### src/include/wdg_defs.svh
// Offsets, field positions, reset values and timing counts of the watchdog block
`ifndef WDG_DEFS_SVH
`define WDG_DEFS_SVH

// Register byte offsets on the AXI4-Lite bus
`define WDG_OFF_STATUS 8'h00
`define WDG_OFF_CTRL 8'h04
`define WDG_OFF_RESTART 8'h08

// Reset-cause status field positions
`define WDG_ST_POWER_ON 0
`define WDG_ST_EXT_PIN 1
`define WDG_ST_BROWNOUT 2
`define WDG_ST_WATCHDOG 3
`define WDG_ST_TEST_PORT 4
`define WDG_ST_MSB 4
`define WDG_ST_RESET 5'h01

// Watchdog control field positions
`define WDG_CT_PRESC_MSB 2
`define WDG_CT_ENABLE 3
`define WDG_CT_CHANGE 4
`define WDG_RESTART_BIT 0

// Clock rates, change window and timeout base
`define WDG_SYS_HZ 10000000
`define WDG_OSC_HZ 1000000
`define WDG_CHANGE_WINDOW 3'h4
// Cycles the fuse strap is sampled after reset release
`define WDG_FUSE_SETTLE 2'h3
`define WDG_TIMEOUT_BASE 16384
`define WDG_CNT_W 21
`define WDG_ADDR_W 8

// Bus answers
`define WDG_RESP_OKAY 2'h0
`define WDG_RESP_SLVERR 2'h2

// Synchroniser lanes for inputs from outside the clock domain
`define WDG_SY_OSC 0
`define WDG_SY_EXT 1
`define WDG_SY_BOR 2
`define WDG_SY_TEST 3
`define WDG_SY_FUSE 4
`define WDG_SY_N 5

`endif

### src/include/wdg_pkg.sv
// Shared types of the watchdog block
package wdg_pkg;
    // Timeout code, 16K oscillator cycles doubled per step
    typedef logic [2:0] wdg_presc_t;
    // One register byte
    typedef logic [7:0] wdg_byte_t;
    // Change window down-counter
    typedef logic [2:0] wdg_win_t;
    // Reset-cause flags, power-on in bit 0
    typedef logic [4:0] wdg_flags_t;
endpackage

### src/include/wdg_cnt_if.sv
// Carrier between the watchdog register logic and its timeout counter
`timescale 1ns/1ns
interface wdg_cnt_if;
    import wdg_pkg::*;
    logic tick;           // One cycle per watchdog oscillator rising edge
    logic clear;          // Restart or chip reset
    logic enable;         // Watchdog running
    wdg_presc_t prescale; // Timeout code
    logic expire;         // Timeout reached on this tick
    modport ctrl (output tick, output clear, output enable, output prescale, input expire);
    modport counter (input tick, input clear, input enable, input prescale, output expire);
endinterface

### src/rtl/wdg_counter.sv
// Watchdog timeout counter paced by oscillator ticks
`timescale 1ns/1ns
`include "wdg_defs.svh"
module wdg_counter
    import wdg_pkg::*;
#(
    parameter int TIMEOUT_BASE = `WDG_TIMEOUT_BASE,
    parameter int CNT_W = `WDG_CNT_W
) (
    input wire logic clk_sys,
    input wire logic rst_n,
    wdg_cnt_if.counter cnt
);
    // Oscillator cycles elapsed since the last restart
    logic [CNT_W-1:0] count;
    // Last tick count before a timeout, base doubled per code step
    wire [CNT_W-1:0] terminal = CNT_W'((TIMEOUT_BASE << cnt.prescale) - 1);
    // A shortened timeout may leave count above terminal, so compare with >=
    wire atEnd = (count >= terminal);

    // Timeout fires only on a tick while running and not being restarted
    // Timeout triggers reset
    assign cnt.expire = cnt.tick && cnt.enable && !cnt.clear && atEnd;

    // Counter advance and clear
    always_ff @(posedge clk_sys or negedge rst_n) begin
        if (!rst_n) begin
            count <= '0;
        end else if (cnt.clear || !cnt.enable) begin
            count <= '0;
        end else if (cnt.tick) begin
            count <= atEnd ? '0 : count + CNT_W'(1);
        end
    end
endmodule // wdg_counter

### src/rtl/wdg_top.sv
// Watchdog with timed change sequence and reset-cause flags, AXI4-Lite slave
//
// How it works
// - Counter paced by separate 1 MHz oscillator
// - Restart, disable or chip reset clears counter
// - Timeout elapsed resets the device
// - Fuse picks safety level and start state
// - Level 1: enable anytime, no sequence
// - Level 2: always enabled, reads one
// - Level 2: timeout change, enable value ignored
// - Level 2: disable always refused
// - Change-enable self-clears after four cycles
// - Disable or prescale change needs window
// - Control bits 7:5 read zero
// - Code 000 is 16K, doubling per step
// - Bit 4: test-port reset flag
// - Bit 3: watchdog reset flag
// - Bit 2: brown-out reset flag
// - Bit 1: external pin reset flag
// - Bit 0: power-on flag, software clears
// - Timeout gives one-cycle internal reset pulse
`timescale 1ns/1ns
`include "wdg_defs.svh"
module wdg_top
    import wdg_pkg::*;
#(
    parameter int TIMEOUT_BASE = `WDG_TIMEOUT_BASE,
    parameter int CNT_W = `WDG_CNT_W,
    parameter int ADDR_W = `WDG_ADDR_W
) (
    input wire logic clk_sys,
    input wire logic rst_n,
    // Watchdog oscillator, sampled as a plain input
    input wire logic wdtOscIn,
    // Reset sources outside this block, active high levels
    input wire logic extPinReset,
    input wire logic brownoutReset,
    input wire logic testPortCoreReset,
    // Programmed fuse selects safety level 2
    input wire logic watchdogAlwaysOnFuse,
    // Restart instruction from the core, same clock
    input wire logic restartInstr,
    // AXI4-Lite write address channel
    input wire logic [ADDR_W-1:0] awaddr,
    input wire logic [2:0] awprot,
    input wire logic awvalid,
    output logic awready,
    // Write data channel
    input wire logic [31:0] wdata,
    input wire logic [3:0] wstrb,
    input wire logic wvalid,
    output logic wready,
    // Write response channel
    output logic [1:0] bresp,
    output logic bvalid,
    input wire logic bready,
    // Read address channel
    input wire logic [ADDR_W-1:0] araddr,
    input wire logic [2:0] arprot,
    input wire logic arvalid,
    output logic arready,
    // Read data channel
    output logic [31:0] rdata,
    output logic [1:0] rresp,
    output logic rvalid,
    input wire logic rready,
    // Internal reset request, one system clock wide
    output logic wdtResetPulse,
    // Watchdog currently running
    output logic watchdogActive
);

    // Address match against one register word; used by read and write decode
    // Low two address bits are ignored, so byte offsets inside a word alias
    function automatic logic isReg(input logic [ADDR_W-1:0] addr, input logic [7:0] off);
        isReg = (addr[ADDR_W-1:2] == off[ADDR_W-1:2]);
    endfunction

    // Input synchronisers
    // Every lane from outside clk_sys passes two flops before any logic reads it
    // Trade-off: two cycles of latency on each pin for metastability margin
    wire [`WDG_SY_N-1:0] rawIn = {watchdogAlwaysOnFuse, testPortCoreReset, brownoutReset, extPinReset, wdtOscIn};
    logic [`WDG_SY_N-1:0] syncA;   // First stage, read only by syncB
    logic [`WDG_SY_N-1:0] syncB;   // Second stage, safe to use
    // Reset value 0 equals the idle level of every lane, so no false edge follows reset

    // Two flops per lane; pins are asynchronous to clk_sys
    // Two-flop input crossing
    genvar gi;
    generate
        for (gi = 0; gi < `WDG_SY_N; gi++) begin : gSync
            always_ff @(posedge clk_sys or negedge rst_n) begin
                if (!rst_n) begin
                    syncA[gi] <= 1'b0;
                    syncB[gi] <= 1'b0;
                end else begin
                    syncA[gi] <= rawIn[gi];
                    syncB[gi] <= syncA[gi];
                end
            end
        end
    endgenerate

    // Synchronised reset sources, each high while its source is active
    wire extSync = syncB[`WDG_SY_EXT];
    wire borSync = syncB[`WDG_SY_BOR];
    wire testSync = syncB[`WDG_SY_TEST];

    // Edge detect on the synchronised oscillator; needs osc below half clk_sys
    logic oscPrev;
    wire oscTick = syncB[`WDG_SY_OSC] && !oscPrev;
    // Previous oscillator level; one tick per rising edge

    always_ff @(posedge clk_sys or negedge rst_n) begin
        if (!rst_n) begin
            oscPrev <= 1'b0;
        end else begin
            oscPrev <= syncB[`WDG_SY_OSC];
        end
    end

    // Fuse capture: strap is sampled on the first three cycles after release, then frozen
    // The strap is sampled until the settle count is reached
    // A strap that changes later is ignored until the next power-on
    logic [1:0] fuseWait;   // Lets the synchroniser fill first
    logic level2;           // Safety level 2 selected
    // Level 1 until the strap has been sampled, so enable reads 0 meanwhile

    always_ff @(posedge clk_sys or negedge rst_n) begin
        if (!rst_n) begin
            fuseWait <= 2'h0;
            level2 <= 1'b0;
        end else if (fuseWait != `WDG_FUSE_SETTLE) begin
            fuseWait <= fuseWait + 2'h1;
            level2 <= syncB[`WDG_SY_FUSE];
        end
    end

    // AXI4-Lite write path: address and data taken in either order
    // Each half is held until the response is accepted, so one write at a time
    // The register update happens one cycle after the later half arrives
    logic [ADDR_W-1:0] wrAddr;  // Held write address
    logic [31:0] wrData;        // Held write data
    logic [3:0] wrStrb;         // Held byte enables

    // Both halves held and no answer pending: perform the write
    wire doWrite = !awready && !wready && !bvalid;
    // Holding both halves lets address and data arrive in either order
    wire wrHitStatus = isReg(wrAddr, `WDG_OFF_STATUS);
    wire wrHitCtrl = isReg(wrAddr, `WDG_OFF_CTRL);
    wire wrHitRestart = isReg(wrAddr, `WDG_OFF_RESTART);
    wire wrMapped = wrHitStatus || wrHitCtrl || wrHitRestart;
    // Only byte lane 0 carries register bits
    wire wrLane0 = doWrite && wrStrb[0];
    wire wrStatus = wrLane0 && wrHitStatus;
    wire wrCtrl = wrLane0 && wrHitCtrl;
    wire wrRestart = wrLane0 && wrHitRestart && wrData[`WDG_RESTART_BIT];

    // Write channel handshakes and response
    always_ff @(posedge clk_sys or negedge rst_n) begin
        if (!rst_n) begin
            awready <= 1'b1;
            wready <= 1'b1;
            bvalid <= 1'b0;
            bresp <= `WDG_RESP_OKAY;
            wrAddr <= '0;
            wrData <= 32'h0000_0000;
            wrStrb <= 4'h0;
        end else begin
            // Address taken, hold until response is accepted
            if (awvalid && awready) begin
                awready <= 1'b0;
                wrAddr <= awaddr;
            end
            // Data taken independently of the address
            if (wvalid && wready) begin
                wready <= 1'b0;
                wrData <= wdata;
                wrStrb <= wstrb;
            end
            // Answer; unmapped word gets SLVERR
            if (doWrite) begin
                bvalid <= 1'b1;
                bresp <= wrMapped ? `WDG_RESP_OKAY : `WDG_RESP_SLVERR;
            end else if (bvalid && bready) begin
                // Response taken: both channels reopen together
                bvalid <= 1'b0;
                awready <= 1'b1;
                wready <= 1'b1;
            end
        end
    end

    // Watchdog control register
    // The window counter loads on the apply edge of the opening write and
    // counts down once per clk_sys cycle; a closing write must land while
    // it is non-zero. Back-to-back bus writes land three cycles apart, so a
    // master that idles more than one cycle between them misses the window
    logic enableBit;         // Software enable, level 1 meaning
    wdg_presc_t prescale;    // Active timeout code
    wdg_win_t winCnt;        // Cycles left in change window
    wire winOpen = (winCnt != 3'h0);
    wire effEnable = enableBit || level2;

    // Fields of the held write word, decoded once for all branches
    wire wCe = wrData[`WDG_CT_CHANGE];
    wire wEn = wrData[`WDG_CT_ENABLE];
    wire [2:0] wPs = wrData[`WDG_CT_PRESC_MSB:0];

    // Any chip reset except power-on, which is rst_n itself
    wire chipReset = extSync || borSync || testSync || wdtResetPulse;

    // Control state: chip reset returns it to the fuse default
    always_ff @(posedge clk_sys or negedge rst_n) begin
        if (!rst_n) begin
            enableBit <= 1'b0;
            prescale <= 3'h0;
            winCnt <= 3'h0;
        end else if (chipReset) begin
            // Software state back to defaults; level 2 stays on through the fuse
            enableBit <= 1'b0;
            prescale <= 3'h0;
            winCnt <= 3'h0;
        end else if (wrCtrl && wCe && wEn) begin
            winCnt <= `WDG_CHANGE_WINDOW;
            enableBit <= 1'b1;
        end else if (wrCtrl && winOpen && !wCe) begin
            prescale <= wPs;
            if (!level2) begin
                enableBit <= wEn;
            end
            winCnt <= 3'h0;
        end else begin
            // Neither opening nor closing: only enable 0 to 1 is taken
            // Free enable, no window
            if (wrCtrl && wEn) begin
                enableBit <= 1'b1;
            end
            if (winOpen) begin
                winCnt <= winCnt - 3'h1;
            end
        end
    end

    // Control readback; change bit reads one while the window is open
    // Reserved bits read zero
    wire [7:0] ctrlRead = {3'h0, winOpen, effEnable, prescale};

    // Reset-cause flags; a set in the clearing cycle wins
    // Causes accumulate until software clears them, so several may read one
    // Software should read, then clear, early after startup
    wdg_flags_t flags;
    wire [4:0] flagSet = {testSync, wdtResetPulse, borSync, extSync, 1'b0};
    wire [4:0] flagClr = wrStatus ? ~wrData[`WDG_ST_MSB:0] : 5'h00;
    // Set is ORed in after the clear, so a fresh cause is never lost

    // Power-on clears bits 4:1 and sets bit 0; software writes zero to clear
    // Power-on flag set
    always_ff @(posedge clk_sys or negedge rst_n) begin
        if (!rst_n) begin
            flags <= `WDG_ST_RESET;
        end else begin
            flags <= (flags & ~flagClr) | flagSet;
        end
    end

    // Timeout counter and reset pulse
    // The counter runs on oscillator ticks but is clocked by clk_sys, so
    // enable, prescale and restart never cross a clock boundary
    wdg_cnt_if cntBus();
    // Restart comes from the core pin or from a write to the restart word

    assign cntBus.clear = restartInstr || wrRestart || chipReset;
    assign cntBus.tick = oscTick;
    assign cntBus.enable = effEnable;
    assign cntBus.prescale = prescale;

    wdg_counter #(
        .TIMEOUT_BASE(TIMEOUT_BASE),
        .CNT_W(CNT_W)
    ) uCounter (
        .clk_sys(clk_sys),
        .rst_n(rst_n),
        .cnt(cntBus)
    );

    // Expire is a single tick, so the pulse lasts exactly one cycle
    // One-cycle reset pulse
    always_ff @(posedge clk_sys or negedge rst_n) begin
        if (!rst_n) begin
            wdtResetPulse <= 1'b0;
            watchdogActive <= 1'b0;
        end else begin
            // The pulse itself clears the counter, so it cannot repeat next cycle
            wdtResetPulse <= cntBus.expire;
            watchdogActive <= effEnable;
        end
    end

    // AXI4-Lite read path, answer one cycle after address is taken
    // Data and answer come out of registers; reads have no side effects
    // Unmapped words answer SLVERR with zero data
    wire rdHitStatus = isReg(araddr, `WDG_OFF_STATUS);
    wire rdHitCtrl = isReg(araddr, `WDG_OFF_CTRL);
    wire rdHitRestart = isReg(araddr, `WDG_OFF_RESTART);
    wire rdMapped = rdHitStatus || rdHitCtrl || rdHitRestart;
    // Restart word reads zero; it only acts on write
    wire [7:0] rdByte = rdHitStatus ? {3'h0, flags} : (rdHitCtrl ? ctrlRead : 8'h00);

    // Read channel handshakes; reads have no side effects
    always_ff @(posedge clk_sys or negedge rst_n) begin
        if (!rst_n) begin
            arready <= 1'b1;
            rvalid <= 1'b0;
            rdata <= 32'h0000_0000;
            rresp <= `WDG_RESP_OKAY;
        end else if (arvalid && arready) begin
            // Address taken: capture data now, hold until accepted
            arready <= 1'b0;
            rvalid <= 1'b1;
            rdata <= {24'h00_0000, rdByte};
            rresp <= rdMapped ? `WDG_RESP_OKAY : `WDG_RESP_SLVERR;
        end else if (rvalid && rready) begin
            // Answer taken: accept the next address
            rvalid <= 1'b0;
            arready <= 1'b1;
        end
    end

endmodule // wdg_top

### config.mk
export PLATFORM = sky130hd
export DESIGN_NAME = wdg_top
export DESIGN_NICKNAME = d
export VERILOG_FILES = /design/src/include/wdg_pkg.sv /design/src/include/wdg_cnt_if.sv /design/src/rtl/wdg_counter.sv /design/src/rtl/wdg_top.sv
export VERILOG_INCLUDE_DIRS = /design/src /design/src/include
export SDC_FILE = /design/constraint.sdc
export NUM_CORES = 1
export LEC_CHECK = 0
export BUFFER_PORTS_ARGS = -buffer_cell sky130_fd_sc_hd__buf_4
export CORE_MARGIN = 8
export CORE_UTILIZATION = 47
export CTS_CLUSTER_DIAMETER = 40
export DETAILED_ROUTE_END_ITERATION = 10
export PLACE_DENSITY = 0.74
export SETUP_SLACK_MARGIN = 0.2
export SLEW_MARGIN = 20
export SYNTH_ARGS = -nofsm -noshare
export SYNTH_HDL_FRONTEND = slang
export SYNTH_SLANG_ARGS = --single-unit
### constraint.sdc
create_clock -name clk_sys -period 2.6 [get_ports clk_sys]
set_input_delay 0.13 -clock clk_sys [delete_from_list [all_inputs] [get_ports clk_sys]]
set_output_delay 0.13 -clock clk_sys [all_outputs]
set_load 0.005 [all_outputs]
==> impl_metrics.csv <==
group,metric,value,unit
sta,hold_violations,0,
routing,detail-route-antenna-nets,0,
place,gp_congestion,0.800,
worst_setup_path,regToRegSetupSlack,0.24,ns
clock_network,cts_sinks,73,
hold_path,hp-class,"input pin to register",
clock_network,clk_latency,0.36,ns
synthesis,yosysUniqueCellTypes,51,
clock_network,root_buffer,"clkbuf_8",
die,die_area,11300,um^2
place,place_ws,0.235,ns
worst_setup_path,r2r_start,"extSync",
cells_and_area,stdcell_count,571,
synthesis,synth_area,3830,um^2
routing,vias,3064,
cells_and_area,synthToLayoutAreaGrowth,21.5,%
grt,grt_pass1_wl,13900,um
sta,setup_viol,0,
cells_and_area,multi_input_area,1790,um^2
routing,wirelength,8500,um
worst_setup_path,critPathKind,"register to register",
synthesis,synth_edf_count,0,
sta,period_minus_slack,2.36,ns
synthesis,ys_seq_area_share,47.8,%
flow_run,cap_violations,0,
routing,drtIter0Drc,156,
synthesis,syn-instance-count,392,
synthesis,synth.top_cell.area_share,45.0,%
grt,antenna_found_initial,0,
worst_setup_path,rr_worst_depth,7,
clock_network,path_clk_slew,0.08,ns
worst_setup_path,worstSetupEndpointType,"register",
die,fp-row-count,33,
die,die_w,106,um
synthesis,synth_area_leaders,"dfrtp_1, buf_4, nand2_1",
sta,drv_slew,0,
synthesis,ys_ff_latch,73,
cells_and_area,seq_area,1830,um^2
hold_path,min_path_cells,2,
worst_setup_path,critPathMaxFanout,13,
cells_and_area,nets,543,
worst_setup_path,worstReg2RegEnd,"uCounter.count[2]",
worst_setup_path,startpoint_type,"register",
worst_setup_path,cp_data_arrival_time,2.65,ns
die,initial_utilization,47.6,%
hold_path,min_from,"awaddr[5]",
outcome,status,"finished clean",
grt,grt_max_degree,74,
cells_and_area,finish.utilization,57.9,%
synthesis,synth-async-reset-ratio,100,%
routing,firstDrtPassIters,4,
cells_and_area,final_cell_mix,"dfrtp_1, nand2_1, buf_4",
sta,worst_slack,0.235,ns
grt,overflow,0,
place,dp.cells,531,
cells_and_area,mostFrequentLayoutCell,"dfrtp_1",
sta,tns,0,ns
clock_network,clockBufferDepth,2,
pwr,powerDensity,583,nW/um^2
clock_network,tritoncts,"yes",
cells_and_area,fillers,689,
die,io_pins,114,
routing,drt_drc_violations_left,0,
synthesis,ys_warn_count,0,
place,io_buffers,44,
cells_and_area,n_antenna_cell,0,
clock_network,h-tree-depth,3,
pwr,p_leak,2.05,nW
sta,max_freq,423,MHz
grt,track_usage,14.8,%
sta,maxSlewHeadroom,39.3,%
cells_and_area,drive_gt1_share,22.3,%
die,die_h,106,um
worst_setup_path,required,2.89,ns
die,coreArea,8050,um^2
sta,worst_slew_pin_slew,0.910,ns
routing,wl_per_cell,14.9,um
synthesis,synth_top_cell_by_area,"dfrtp_1",
routing,avgViaCountPerCell,5.37,
grt,grt_pass1_vias,2973,
synthesis,synthFlopType,"dfrtp_1",
sta,rsz0062_at_grt,"true",
hold_path,hold_end,"wrAddr[5]",
sta,skew,0.0148,ns
place,dp_hpwl,5820,um
synthesis,synth.avg_cell_area,9.78,um^2
pwr,ir_drop,433,uV
clock_network,numCtsBuffers,9,
sta,finalCritPeriodShare,91.0,%
==> what timing repair did <==
action                                  4_1_cts  5_1_grt
gates resized for setup                       0        2
hold endpoints to repair                     86        0
setup buffers                                 0        1
hold buffers                                 21        0
endpoints found under the setup margin        0        8
==> synth_stat cells (2+ instances only) <==
master / instances
buf_2: 3
dfrtp_1: 69
buf_6: 2
or4_1: 5
a31oi_1: 2
clkbuf_1: 10
nand2_1: 58
nand4b_1: 2
and3_1: 3
dfstp_2: 4
o21ai_0: 15
inv_1: 12
o21a_1: 3
mux2i_1: 5
nand4_1: 17
o211ai_1: 3
or3_1: 3
ha_1: 11
o31ai_1: 5
o211ai_2: 6
nor2_1: 20
o2111ai_1: 3
nor3_1: 8
or2_2: 2
buf_4: 29
mux2_2: 14
nor2b_1: 2
nand2b_1: 6
o31a_1: 2
nand3_1: 31
nor4_1: 6
a21oi_1: 12
==> critical path, stage by stage (launching register included) <==
cell and delay (ns):
dfrtp_1 0.39, or4_1 0.56, or4_4 0.52, a311oi_4 0.31
buf_6 0.17, clkbuf_16 0.16, nand4b_1 0.10, nand3_1 0.09
==> report_power, final <==
group	internal [mW]	switching, mW
sequential	1.30	0.138
clock	0.364	0.484
combinational	0.253	0.179
total	1.92	0.801
==> per-stage QoR <==
stage	hold WS, ns	instance area [um^2]	power [mW]
global route	0.00433	4660	2.86
CTS	0.00185	4600	2.74
floorplan	-0.166	3950	1.67
detailed placement	0.241	4200	1.85
finish	0.0112	4660	2.72
global placement	0.240	4200	1.82
==> sequential cells by signal (all words and copies together) (netlist names), 2 cells and up <==
signal,count
cntBus.prescale,3
flags,5
fuseWait,2
rdata,5
syncA,5
syncB,2
uCounter.count,21
winCnt,3
wrAddr,6
wrData,5
==> layout make-up <==
class | count | share of cell area (%)
flip-flops and latches | 73 | 39.3
multi-input cells | 291 | 38.5
repair buffers | 74 | 14.4
well taps | 105 | 2.82
clock buffers | 9 | 2.66
clock inverters | 7 | 1.32
inverters | 12 | 0.966
==> cells by family after synthesis <==
logic type / after synthesis / synth area share [%]
and+or+nand+nor: 171 / 22.7
DFF: 73 / 47.8
AOI/OAI and AO/OA: 60 / 11.4
buffers and inverters: 56 / 8.81
muxes: 19 / 5.42
adders and majority gates: 11 / 3.59
other: 1 / 0.0978
xor gates and xnor gates: 1 / 0.228
==> metal layers <==
layer  wire length (um)  part of all wire, %  GRT usage (%)
met2               4320                   51           25.3
met4                 82                 0.96           4.52
met5                  0                    0              0
met1               3580                   42           17.6
met3                519                  6.1           4.17
==> worst max-delay path by stage <==
stage | from | endpoint | slack (ns) | depth (start not counted)
after floorplan | extSync | uCounter.count[7] | 0.21 | 7
after global placement | extSync | uCounter.count[8] | 0.28 | 6
after detailed placement | extSync | uCounter.count[8] | 0.24 | 6
after CTS | extSync | uCounter.count[8] | 0.21 | 6
after global routing | extSync | uCounter.count[2] | 0.18 | 7
final | extSync | uCounter.count[2] | 0.24 | 7
Power figures use the tool's default switching activity.
